**src/logic/timer8_pkg.sv**
```systemverilog
package timer8_pkg;

  // Register byte offsets on the bus.
  localparam logic [7:0] OFS_CTRL_A = 8'h00;
  localparam logic [7:0] OFS_CTRL_B = 8'h04;
  localparam logic [7:0] OFS_COUNT = 8'h08;
  localparam logic [7:0] OFS_CMP_A = 8'h0C;
  localparam logic [7:0] OFS_CMP_B = 8'h10;
  localparam logic [7:0] OFS_FLAGS = 8'h14;
  localparam logic [7:0] OFS_IRQ_EN = 8'h18;
  localparam logic [7:0] OFS_PIN = 8'h1C;

  // Field positions.
  localparam int COM_A_LSB = 6;
  localparam int COM_B_LSB = 4;
  localparam int WGM_LO_LSB = 0;
  localparam int FORCE_A_BIT = 7;
  localparam int FORCE_B_BIT = 6;
  localparam int WGM_HI_BIT = 3;
  localparam int CS_LSB = 0;
  localparam int FLAG_OVF = 0;
  localparam int FLAG_A = 1;
  localparam int FLAG_B = 2;
  localparam int PIN_PORT_A = 0;
  localparam int PIN_DIR_A = 1;
  localparam int PIN_PORT_B = 2;
  localparam int PIN_DIR_B = 3;
  localparam int PIN_ASYNC = 4;

  // Waveform mode select codes.
  localparam logic [2:0] WGM_NORMAL = 3'h0;
  localparam logic [2:0] WGM_PC_MAX = 3'h1;
  localparam logic [2:0] WGM_CTC = 3'h2;
  localparam logic [2:0] WGM_FAST_MAX = 3'h3;
  localparam logic [2:0] WGM_PC_CMPA = 3'h5;
  localparam logic [2:0] WGM_FAST_CMPA = 3'h7;

  // Compare output mode codes.
  localparam logic [1:0] COM_OFF = 2'h0;
  localparam logic [1:0] COM_TOGGLE = 2'h1;
  localparam logic [1:0] COM_CLEAR = 2'h2;
  localparam logic [1:0] COM_SET = 2'h3;

  localparam logic [2:0] CS_STOP = 3'h0;
  localparam logic [7:0] CNT_MAX = 8'hFF;
  localparam logic [7:0] CNT_BOTTOM = 8'h00;
  localparam logic [7:0] CNT_ONE = 8'h01;
  localparam int PC_PERIOD_TICKS = 510;

  typedef enum logic {COUNT_UP, COUNT_DOWN} dir_e;

  typedef struct packed {
    logic ack;
    logic [7:0] rdat;
    logic [1:0][1:0] com;
    logic [1:0] wgm_lo;
    logic wgm_hi;
    logic [2:0] cs;
    logic [7:0] cnt;
    dir_e dir;
    logic block;
    logic [9:0] presc;
    logic [1:0][7:0] ocr;
    logic [1:0][7:0] cmp_buf;
    logic [1:0] oc;
    logic [1:0] sym_fix;
    logic [2:0] flag;
    logic [2:0] irq_en;
    logic [1:0] port;
    logic [1:0] pdir;
    logic async_sel;
    logic osc_s1;
    logic osc_s2;
    logic osc_s3;
    logic osc_lvl;
    logic [1:0] pin;
    logic [1:0] pin_oe_n;
    logic [2:0] irq;
  } state_s;

  // Prescaler tap mask per clock select: 1, 8, 32, 64, 128, 256, 1024.
  function automatic logic [9:0] div_mask(input logic [2:0] cs);
    case (cs)
      3'h2: div_mask = 10'h007;
      3'h3: div_mask = 10'h01F;
      3'h4: div_mask = 10'h03F;
      3'h5: div_mask = 10'h07F;
      3'h6: div_mask = 10'h0FF;
      3'h7: div_mask = 10'h3FF;
      default: div_mask = 10'h000;
    endcase
  endfunction

endpackage

```
**src/logic/timer8_compare_waveform_unit.sv**
```systemverilog
// Design decisions made here: the register offsets and the Wishbone register port.
`timescale 1ns/1ns
module timer8_compare_waveform_unit (
  input wire logic clk_i,
  input wire logic rst_i,
  input wire logic wb_cyc_i,
  input wire logic wb_stb_i,
  input wire logic wb_we_i,
  input wire logic [7:0] wb_adr_i,
  input wire logic [3:0] wb_sel_i,
  input wire logic [31:0] wb_dat_i,
  output logic [31:0] wb_dat_o,
  output logic wb_ack_o,
  input wire logic osc_clk_i,
  input wire logic [2:0] irq_ack_i,
  output logic [2:0] irq_o,
  output logic [1:0] pin_o,
  output logic [1:0] pin_oe_n_o
);

  timer8_pkg::state_s state_reg;
  timer8_pkg::state_s state_next;

  logic req;
  logic wr;
  logic [7:0] wdat;
  logic [2:0] wgm;
  logic pwm;
  logic pc;
  logic fast;
  logic [7:0] top;
  logic osc_rise;
  logic base_tick;
  logic [9:0] mask;
  logic tick;
  logic at_top;
  logic wrap;
  logic upd;
  logic turn_bot;
  logic ovf_ev;
  logic [1:0] match;
  logic [1:0] force_hit;
  logic [2:0] flag_set;
  logic [2:0] flag_clr;

  function automatic logic nonpwm_action(input logic [1:0] com, input logic oc);
    case (com)
      timer8_pkg::COM_TOGGLE: nonpwm_action = ~oc;
      timer8_pkg::COM_CLEAR: nonpwm_action = 1'b0;
      timer8_pkg::COM_SET: nonpwm_action = 1'b1;
      default: nonpwm_action = oc;
    endcase
  endfunction

  // Dual-slope modes turn at top; every other mode wraps to bottom there.
  function automatic logic dual_slope(input logic [2:0] mode);
    dual_slope = (mode == timer8_pkg::WGM_PC_MAX) || (mode == timer8_pkg::WGM_PC_CMPA);
  endfunction

  function automatic logic fast_pwm(input logic [2:0] mode);
    fast_pwm = (mode == timer8_pkg::WGM_FAST_MAX) || (mode == timer8_pkg::WGM_FAST_CMPA);
  endfunction

  function automatic logic [7:0] cmp_offset(input int ch);
    cmp_offset = (ch == 0) ? timer8_pkg::OFS_CMP_A : timer8_pkg::OFS_CMP_B;
  endfunction

  always_comb
  begin
    state_next = state_reg;
    req = wb_cyc_i & wb_stb_i & ~state_reg.ack;
    wr = req & wb_we_i & wb_sel_i[0];
    wdat = wb_dat_i[7:0];
    wgm = {state_reg.wgm_hi, state_reg.wgm_lo};
    pc = dual_slope(wgm);
    fast = fast_pwm(wgm);
    pwm = pc | fast;
    if ((wgm == timer8_pkg::WGM_PC_CMPA) || (wgm == timer8_pkg::WGM_FAST_CMPA)
        || (wgm == timer8_pkg::WGM_CTC))
    begin
      top = state_reg.ocr[0];
    end
    else
    begin
      top = timer8_pkg::CNT_MAX;
    end

    // The oscillator is foreign to clk_i; only agreeing late stages are trusted.
    state_next.osc_s1 = osc_clk_i;
    state_next.osc_s2 = state_reg.osc_s1;
    state_next.osc_s3 = state_reg.osc_s2;
    if (state_reg.osc_s2 == state_reg.osc_s3)
    begin
      state_next.osc_lvl = state_reg.osc_s2;
    end
    osc_rise = (state_reg.osc_s2 == state_reg.osc_s3) & state_reg.osc_s2 & ~state_reg.osc_lvl;
    base_tick = state_reg.async_sel ? osc_rise : 1'b1;
    // The prescaler runs freely, so the first tick after a new clock select may come early.
    if (base_tick)
    begin
      state_next.presc = state_reg.presc + 10'h001;
    end
    mask = timer8_pkg::div_mask(state_reg.cs);
    tick = base_tick & (state_reg.cs != timer8_pkg::CS_STOP)
      & ((state_reg.presc & mask) == mask);

    at_top = state_reg.cnt == top;
    wrap = tick & ~pc & at_top;
    turn_bot = tick & pc & (state_reg.dir == timer8_pkg::COUNT_DOWN)
      & (state_reg.cnt == timer8_pkg::CNT_BOTTOM);
    ovf_ev = 1'b0;
    upd = 1'b0;
    if (tick)
    begin
      if (pc)
      begin
        // Up to top, down to bottom: 2 x 255 steps per period at full scale.
        if (state_reg.dir == timer8_pkg::COUNT_UP)
        begin
          if (at_top)
          begin
            state_next.dir = timer8_pkg::COUNT_DOWN;
            state_next.cnt = state_reg.cnt - timer8_pkg::CNT_ONE;
            upd = 1'b1;
          end
          else
          begin
            state_next.cnt = state_reg.cnt + timer8_pkg::CNT_ONE;
          end
        end
        else if (state_reg.cnt == timer8_pkg::CNT_BOTTOM)
        begin
          state_next.dir = timer8_pkg::COUNT_UP;
          state_next.cnt = state_reg.cnt + timer8_pkg::CNT_ONE;
        end
        else
        begin
          state_next.cnt = state_reg.cnt - timer8_pkg::CNT_ONE;
          // Overflow is flagged as the count lands on bottom, not as it turns there.
          ovf_ev = state_reg.cnt == timer8_pkg::CNT_ONE;
        end
      end
      else
      begin
        state_next.dir = timer8_pkg::COUNT_UP;
        if (at_top)
        begin
          state_next.cnt = timer8_pkg::CNT_BOTTOM;
        end
        else
        begin
          state_next.cnt = state_reg.cnt + timer8_pkg::CNT_ONE;
        end
        ovf_ev = fast ? at_top : (state_reg.cnt == timer8_pkg::CNT_MAX);
        upd = fast & at_top;
      end
      state_next.block = 1'b0;
    end

    flag_set = {2'h0, ovf_ev};
    flag_clr = irq_ack_i;
    // Forcing is a non-PWM feature; in PWM modes a strobe write is dropped.
    force_hit = 2'h0;
    if (wr && (wb_adr_i == timer8_pkg::OFS_CTRL_B) && !pwm)
    begin
      force_hit = {wdat[timer8_pkg::FORCE_B_BIT], wdat[timer8_pkg::FORCE_A_BIT]};
    end

    for (int i = 0; i < 2; i++)
    begin
      // A match is seen on the tick that leaves the equal count, so its flag is set at the same edge as the count steps on.
      match[i] = tick & ~state_reg.block & (state_reg.cnt == state_reg.ocr[i]);
      flag_set[timer8_pkg::FLAG_A + i] = match[i];
      if (state_reg.com[i] != timer8_pkg::COM_OFF)
      begin
        if (pc && state_reg.com[i][1])
        begin
          if (match[i])
          begin
            if (state_reg.ocr[i] == timer8_pkg::CNT_MAX)
            begin
              state_next.oc[i] = ~state_reg.com[i][0];
            end
            else if (state_reg.ocr[i] == timer8_pkg::CNT_BOTTOM)
            begin
              state_next.oc[i] = state_reg.com[i][0];
            end
            else if (state_reg.dir == timer8_pkg::COUNT_UP)
            begin
              state_next.oc[i] = state_reg.com[i][0];
            end
            else
            begin
              state_next.oc[i] = ~state_reg.com[i][0];
            end
          end
          else if (turn_bot && state_reg.sym_fix[i])
          begin
            state_next.oc[i] = state_reg.com[i][0];
          end
        end
        else if (fast && state_reg.com[i][1])
        begin
          if (match[i])
          begin
            state_next.oc[i] = state_reg.com[i][0];
          end
          if (wrap)
          begin
            state_next.oc[i] = ~state_reg.com[i][0];
          end
        end
        else if (match[i] || force_hit[i])
        begin
          state_next.oc[i] = nonpwm_action(state_reg.com[i], state_reg.oc[i]);
        end
      end
      if (turn_bot)
      begin
        state_next.sym_fix[i] = 1'b0;
      end
      // Loading only at top keeps every pulse whole, and symmetric in the dual-slope modes.
      if (upd)
      begin
        state_next.ocr[i] = state_reg.cmp_buf[i];
        if ((state_reg.ocr[i] == timer8_pkg::CNT_MAX)
            && (state_reg.cmp_buf[i] != timer8_pkg::CNT_MAX))
        begin
          state_next.sym_fix[i] = 1'b1;
        end
      end
    end

    state_next.rdat = 8'h00;
    if (req)
    begin
      if (wb_adr_i == timer8_pkg::OFS_CTRL_A)
      begin
        state_next.rdat = {state_reg.com[0], state_reg.com[1], 2'b00, state_reg.wgm_lo};
        if (wr)
        begin
          // Mode bits take effect at once and never disturb the output register.
          state_next.com[0] = wdat[timer8_pkg::COM_A_LSB +: 2];
          state_next.com[1] = wdat[timer8_pkg::COM_B_LSB +: 2];
          state_next.wgm_lo = wdat[timer8_pkg::WGM_LO_LSB +: 2];
        end
      end
      else if (wb_adr_i == timer8_pkg::OFS_CTRL_B)
      begin
        state_next.rdat = {4'h0, state_reg.wgm_hi, state_reg.cs};
        if (wr)
        begin
          state_next.wgm_hi = wdat[timer8_pkg::WGM_HI_BIT];
          state_next.cs = wdat[timer8_pkg::CS_LSB +: 3];
        end
      end
      else if (wb_adr_i == timer8_pkg::OFS_COUNT)
      begin
        state_next.rdat = state_reg.cnt;
        if (wr)
        begin
          state_next.cnt = wdat;
          state_next.block = 1'b1;
          // A count above the compare value skips this period's up-count match.
          for (int i = 0; i < 2; i++)
          begin
            if (pc && (wdat > state_reg.ocr[i]))
            begin
              state_next.sym_fix[i] = 1'b1;
            end
          end
        end
      end
      else if ((wb_adr_i == timer8_pkg::OFS_CMP_A) || (wb_adr_i == timer8_pkg::OFS_CMP_B))
      begin
        for (int i = 0; i < 2; i++)
        begin
          if (wb_adr_i == cmp_offset(i))
          begin
            state_next.rdat = pwm ? state_reg.cmp_buf[i] : state_reg.ocr[i];
            if (wr)
            begin
              state_next.cmp_buf[i] = wdat;
              if (!pwm)
              begin
                state_next.ocr[i] = wdat;
              end
            end
          end
        end
      end
      else if (wb_adr_i == timer8_pkg::OFS_FLAGS)
      begin
        state_next.rdat = {5'h00, state_reg.flag};
        if (wr)
        begin
          flag_clr = flag_clr | wdat[2:0];
        end
      end
      else if (wb_adr_i == timer8_pkg::OFS_IRQ_EN)
      begin
        state_next.rdat = {5'h00, state_reg.irq_en};
        if (wr)
        begin
          state_next.irq_en = wdat[2:0];
        end
      end
      else if (wb_adr_i == timer8_pkg::OFS_PIN)
      begin
        state_next.rdat = {3'h0, state_reg.async_sel, state_reg.pdir[1], state_reg.port[1],
          state_reg.pdir[0], state_reg.port[0]};
        if (wr)
        begin
          state_next.port = {wdat[timer8_pkg::PIN_PORT_B], wdat[timer8_pkg::PIN_PORT_A]};
          state_next.pdir = {wdat[timer8_pkg::PIN_DIR_B], wdat[timer8_pkg::PIN_DIR_A]};
          state_next.async_sel = wdat[timer8_pkg::PIN_ASYNC];
        end
      end
    end
    // Ack is a one-cycle pulse; a strobe held through it is taken again in the cycle after.
    state_next.ack = req;

    // A flag event in the same cycle as its clear is kept.
    state_next.flag = (state_reg.flag & ~flag_clr) | flag_set;
    state_next.irq = state_next.flag & state_next.irq_en;
    for (int i = 0; i < 2; i++)
    begin
      state_next.pin[i] = (state_next.com[i] != timer8_pkg::COM_OFF)
        ? state_next.oc[i] : state_next.port[i];
      state_next.pin_oe_n[i] = ~state_next.pdir[i];
    end
  end

  always_ff @(posedge clk_i)
  begin
    if (rst_i)
    begin
      state_reg <= '0;
      // Both pins are released in reset so that no level is forced onto the pads.
      state_reg.pin_oe_n <= '1;
    end
    else
    begin
      state_reg <= state_next;
    end
  end

  assign wb_ack_o = state_reg.ack;
  assign wb_dat_o = {24'h00_0000, state_reg.rdat};
  assign irq_o = state_reg.irq;
  assign pin_o = state_reg.pin;
  assign pin_oe_n_o = state_reg.pin_oe_n;

endmodule

```
**config.mk**
```make
export PLATFORM = sky130hd
export DESIGN_NAME = timer8_compare_waveform_unit
export DESIGN_NICKNAME = d
export VERILOG_FILES = /design/src/logic/timer8_pkg.sv /design/src/logic/timer8_compare_waveform_unit.sv
export SDC_FILE = /design/constraint.sdc
export NUM_CORES = 1
export LEC_CHECK = 0
export ABC_AREA = 1
export BUFFER_PORTS_ARGS = -buffer_cell sky130_fd_sc_hd__buf_2
export CAP_MARGIN = 20
export CORE_MARGIN = 2
export CORE_UTILIZATION = 35
export DETAILED_ROUTE_END_ITERATION = 10
export GPL_ROUTABILITY_DRIVEN = 0
export HOLD_SLACK_MARGIN = 0.08
export SYNTH_ARGS = -nofsm -noshare
export SYNTH_HDL_FRONTEND = slang
export SYNTH_SLANG_ARGS = --single-unit
export TNS_END_PERCENT = 50
```
**constraint.sdc**
```tcl
create_clock -name clk_i -period 3.58 [get_ports clk_i]
set_input_delay 0.358 -clock clk_i [delete_from_list [all_inputs] [get_ports clk_i]]
set_output_delay 0.358 -clock clk_i [all_outputs]
set_load 0.005 [all_outputs]
```
---- Yosys cells after proc, flatten, opt, wreduce, memory -nomap -nowiden ----
Index checks and enable logic that the tools add are counted.
cells by class
  muxes and demuxes ....................... 119
  equal/unequal tests ..................... 35
  reduce and logical (&&, ||, !) cells .... 36
  $lt $le $gt $ge ......................... 2
  add/sub/neg operators ................... 3
  bitwise gates (word level) .............. 41
operator list
  operator            count
  $mux 8              33
  $mux 32             5
  $pmux 10 s6         1
  $mux 1              48
  $eq 8x5->1 const B  4
  $logic_not 8->1     4
  $mux 5              6
  $mux 3              9
  $eq 8x8->1          3
  $eq 8x8->1 const B  3
  $eq 3x3->1 const B  6
  $mux 18             1
  $mux 9              2
  $and 1x1->1         17
  $not 1->1           17
  $eq 8x4->1 const B  2
  $gt 8x8->1          2
  $ne 8x8->1 const B  2
  $reduce_and 7->1    2
  $eq 3x2->1 const B  4
  $logic_and 1x1->1   12
  $mux 12             1
  $mux 2              6
  $mux 6              2
  27 further kinds    44
storage, ports and cells
  output and inout port bits .............. 40
  input port bits ......................... 53
  logic and storage cells ................. 266
  register bits ........................... 97

---- Depth between registers and ports, before layout ----
  depth after elaboration ................. 18
  depth in mapped cells ................... 19
  depth with buffers taken out ............ 18

---- Least setup slack after synthesis ----
OpenSTA, ideal clock, no wires.
  kind .................................... reg-to-reg
  from .................................... register state_reg[70] (netlist name)
  to ...................................... register state_reg (netlist bit pin_o[1])
  data required time ...................... 3471 ps
  setup slack ............................. 1735 ps
  path buffers ............................ 0
  arrival ................................. 1735 ps
  period minus slack after synthesis ...... 1845 ps
  library setup time ...................... 109 ps
  stages on the path, launching flop included .. 12
  cell sequence ........................... dfxtp_1 -> inv_1 -> ha_1 -> nand2_1 -> nor3_1 -> nand4_1 -> nand3_1 -> nand2_1 -> nand2_1 -> nand3_1 -> nand2_1 -> inv_1
on the way
  cells in the longest elaborated chain, start to end .. 8
  elaborated cells between the ends (all ways) .. 17
  classes of those cells .................. 2 x eq/ne; 9 x mux; 3 x bitwise; 3 x reduce/logical
ends and longest elaborated chain
  what                                                  RTL line                                                                                                       RTL
  start: declaration                                    timer8_compare_waveform_unit.sv:21                                                                             timer8_pkg::state_s state_reg;
  start signal: assignment                              timer8_compare_waveform_unit.sv:344                                                                            state_reg <= state_next;
  $eq 8x8->1 / $logic_not 8->1 (equally long branches)  timer8_compare_waveform_unit.sv:172, timer8_compare_waveform_unit.sv:110
  $and 1x1->1, on equally long branches                 timer8_compare_waveform_unit.sv:172, timer8_compare_waveform_unit.sv:110
  $mux 1, or another cell as far along                  timer8_compare_waveform_unit.sv:204                                                                            if (match[i])
  $mux 1, on equally long branches                      timer8_compare_waveform_unit.sv:208, timer8_compare_waveform_unit.sv:197, timer8_compare_waveform_unit.sv:213
  $mux 1, on equally long branches                      timer8_compare_waveform_unit.sv:202, timer8_compare_waveform_unit.sv:178
  $mux 1 (*)                                            timer8_compare_waveform_unit.sv:176                                                                            if (pc && state_reg.com[i][1])
  $mux 1 (*)                                            timer8_compare_waveform_unit.sv:174                                                                            if (state_reg.com[i] != timer8_pkg::COM_OFF)
  $mux 1 (*)                                            timer8_compare_waveform_unit.sv:329                                                                            ? state_next.oc[i] : state_next.port[i];
Every way passes the cells marked *; elsewhere a longest branch is shown, timed or not.
A chain may end at the register's enable or synchronous reset.

---- Worst setup path in the final report ----
  from .................................... register state_reg[70] (netlist name)
  to ...................................... register state_reg[76] (netlist name)
on the way
  cells in the longest elaborated chain, start to end .. 10
  elaborated cells between the ends (all ways) .. 15
  classes of those cells .................. 2 x add/sub; 1 x eq/ne; 11 x mux; 1 x reduce/logical
ends and longest elaborated chain
  what                                       RTL line                                                                                                       RTL
  $add 8x1->8, or another cell as far along  timer8_compare_waveform_unit.sv:128, timer8_compare_waveform_unit.sv:134, timer8_compare_waveform_unit.sv:152
  $mux 8, on equally long branches           timer8_compare_waveform_unit.sv:120, timer8_compare_waveform_unit.sv:131
  $mux 9                                     timer8_compare_waveform_unit.sv:118                                                                            if (state_reg.dir == timer8_pkg::COUNT_UP)
  $mux 9 (*)                                 timer8_compare_waveform_unit.sv:115                                                                            if (pc)
  $mux 10 (*)                                timer8_compare_waveform_unit.sv:113                                                                            if (tick)
  $mux 8                                     timer8_compare_waveform_unit.sv:260                                                                            if (wr)
  $mux 8                                     timer8_compare_waveform_unit.sv:257                                                                            else if (wb_adr_i == timer8_pkg::OFS_COUNT)
  $mux 8                                     timer8_compare_waveform_unit.sv:248                                                                            else if (wb_adr_i == timer8_pkg::OFS_CTRL_B)
  $mux 12                                    timer8_compare_waveform_unit.sv:237                                                                            if (wb_adr_i == timer8_pkg::OFS_CTRL_A)
  $mux 18 (*)                                timer8_compare_waveform_unit.sv:235                                                                            if (req)
Marked as above.

==> flow_summary.yaml <==
pwr:
  pwr-share-comb_pct: 5.4
  pwr-share-clk_pct: 45.2
  power.density_mw_per_mm2: 325
  total_power_w: 0.00220
  power_leakage_nw: 3.06
  netSwitchingPower_w: 0.000582
  power_frac_seq_pct: 49.4
  swShare_pct: 26.5
  p_int_w: 0.00162
  ir_drop_uv: 331
sta:
  setup-tns-final_ns: 0
  fin_crit_ns: 2.58
  slew_violations: 0
  rsz0062_at_grt: "false"
  clock_skew_ns: 0.00897
  period_share_pct: 72.1
  fmax_mhz: 388
  setup_viol: 0
  max_slew.worst_pin.slew_ns: 0.937
  maxSlewHeadroom_pct: 37.0
  finalHoldViolCount: 0
synthesis:
  avgSynthCellArea_um2: 6.54
  synth_flop_cell: "dfxtp_1"
  synth.distinct_cells: 44
  synth.top_cells.by_count: "nand2_1 (209), inv_1 (127), dfxtp_1 (97)"
  synth-edff-count: 0
  ys_top_cells_by_area: "dfxtp_1 (31%), nand2_1 (12%), inv_1 (7.6%)"
  ys_async_sr_fraction_pct: 0
  yosysMostFrequentCell: "nand2_1"
  yosysWarnings: 0
  ys_seq_area_share_pct: 30.9
  ys_seq_elements: 97
  yosysTopAreaCell: "dfxtp_1"
  postSynthCellCount: 962
  synth_top_area_share_pct: 30.9
  syn_area_mm2: 0.00629
global_route:
  use_met3_pct: 3.88
  grt_overflow: 0
  grt_pass1_wl_um: 30100
  grtUsageMet2_pct: 30.6
  grt_max_degree: 59
  grt-busiest-layer: "met2"
  use_met1_pct: 27.0
  gr-usage-all-layers_pct: 19.9
  antenna_found_initial: 0
  first_global_vias: 5668
clock_network:
  holdBufCountCts: 0
  clock_sinks: 97
  clock_latency_ns: 0.36
  cts.path.max_buffers: 2
  cts_tree: "done"
  clk_pin_slew_ns: 0.08
  cts_resized: 0
  cts_setup_buffers: 0
  numCtsBuffers: 9
  ctsRootBufferMaster: "clkbuf_16"
  cts-htree-levels: 3
final_layout:
  largest_reg_flops: 79
  register_area_mm2: 0.00194
  finalNetCount: 1052
  syn_to_final_growth_pct: 7.62
  instances_no_fill: 1212
  antenna_cells: 0
  multiInputGateArea_mm2: 0.00345
  fill_cells: 1954
  drive_gt1_share_pct: 9.66
min_path:
  hp-class: "primary input to flip-flop"
  min_from: "osc_clk_i"
  hold_depth: 3
drt:
  via_count: 6200
  wire_per_inst_um: 15.7
  drt_iter0_markers: 572
  viasPerCell: 5.12
  wl_um: 19000
  drc: 0
  antenna_left: 0
  dr.pass1.iters: 5
worst_setup_path:
  path_class: "flip-flop to flip-flop"
  reg2reg_depth: 10
  worstPathArrival_ns: 2.89
  cp_data_required_time_ns: 3.89
  endpoint_kind: "flip-flop"
  crit_path_start: "state_reg[70]"
  cp_max_fo: 8
  start_kind: "flip-flop"
  r2r_start: "state_reg[70]"
die:
  dieArea_mm2: 0.0191
  fp-row-count: 49
  boundaryPins: 93
  fp.dieH_um: 138
  coreArea_mm2: 0.0178
  fp.dieW_um: 138
  start_util_pct: 35.4
run:
  cap_violations: 0
outcome:
  status: "complete, no violations"
place:
  placedCellCount: 1196
  dp_hpwl_um: 14300
  io_buffers: 41
logic make-up after synthesis:
family                     after synthesis  synth area share [%]
and+or+nand+nor                        399                  26.9
AOI/OAI and AO/OA                      221                  20.1
buffers and inverters                  207                  15.7
DFF                                     97                  30.9
adders and majority gates               21                  4.18
xor gates and xnor gates                16                  2.23
other                                    1                0.0596
worst max-delay path, stage by stage, from the launching register on:
cell,delay (ns)
dfxtp_1,0.44
inv_1,0.30
ha_1,0.28
nand2_1,0.14
nor3_1,0.65
nand2_1,0.22
nand2_1,0.15
nand2_1,0.06
o211ai_1,0.09
o211ai_1,0.11
inv_1,0.08
power by group through the flow:
stage / Sequential (W) / Clock [W] / Combinational, W
2_1_floorplan: 0.00111 / 0 / 0.0000866
3_3_place_gp: 0.00111 / 0 / 0.000116
3_5_place_dp: 0.00111 / 0 / 0.000117
4_1_cts: 0.00109 / 0.00103 / 0.000117
5_1_grt: 0.00109 / 0.00106 / 0.000132
6_report: 0.00109 / 0.000994 / 0.000118
final timing paths:
| kind | endpoint | slack [ns] |
|---|---|---|
| max | state_reg[76] | 1.0 |
| min | state_next[9] | 0.20 |
| max reg2reg | state_reg[76] | 1.0 |
| min reg2reg | state_next[8] | 0.40 |
final cells by class:
cell class / count / area share (%)
clock buffer: 9 / 3.33
clock inverter: 7 / 1.13
inverter: 141 / 7.86
multi-input combinational: 681 / 51.0
sequential: 97 / 28.7
tap: 229 / 4.23
timing repair buffer: 48 / 3.81
stage by stage:
step / setup slack, ns / instance area, um^2 / hold slack [ns] / utilization (%)
global route: 0.686 / 6770 / 0.198 / 38.1
CTS: 1.06 / 6770 / 0.188 / 38.1
global placement: 1.04 / 6470 / 0.398 / 36.4
floorplan: 1.74 / 6370 / 0.388 / -
finish: 1.00 / 6770 / 0.196 / 38.1
detailed placement: 1.09 / 6470 / 0.399 / 36.4
layout by cell type (no fill, tap or decap), types with 5 or more instances in the layout:
| cell | instances |
|---|---|
| nand2_1 | 209 |
| inv_1 | 127 |
| dfxtp_1 | 97 |
| nor2_1 | 94 |
| a21oi_1 | 78 |
| o21ai_0 | 57 |
| nand3_1 | 42 |
| buf_2 | 41 |
| o21ai_1 | 33 |
| conb_1 | 24 |
| ha_1 | 21 |
| nand4_1 | 16 |
| xor2_1 | 15 |
| nor3_1 | 13 |
| inv_2 | 12 |
| a211oi_1 | 12 |
| o211ai_1 | 9 |
| a31oi_1 | 9 |
| clkbuf_16 | 9 |
| nor2_2 | 8 |
| o221ai_1 | 7 |
| buf_4 | 7 |
| nor4_1 | 6 |
| o21a_1 | 5 |
routing by layer:
layer  up-vias  wire, um
met5         -         0
met4         0       654
met3        39      1220
met2       224      8480
met1      2815      8640
li1       3122         -
Power figures use the tool's default switching activity.
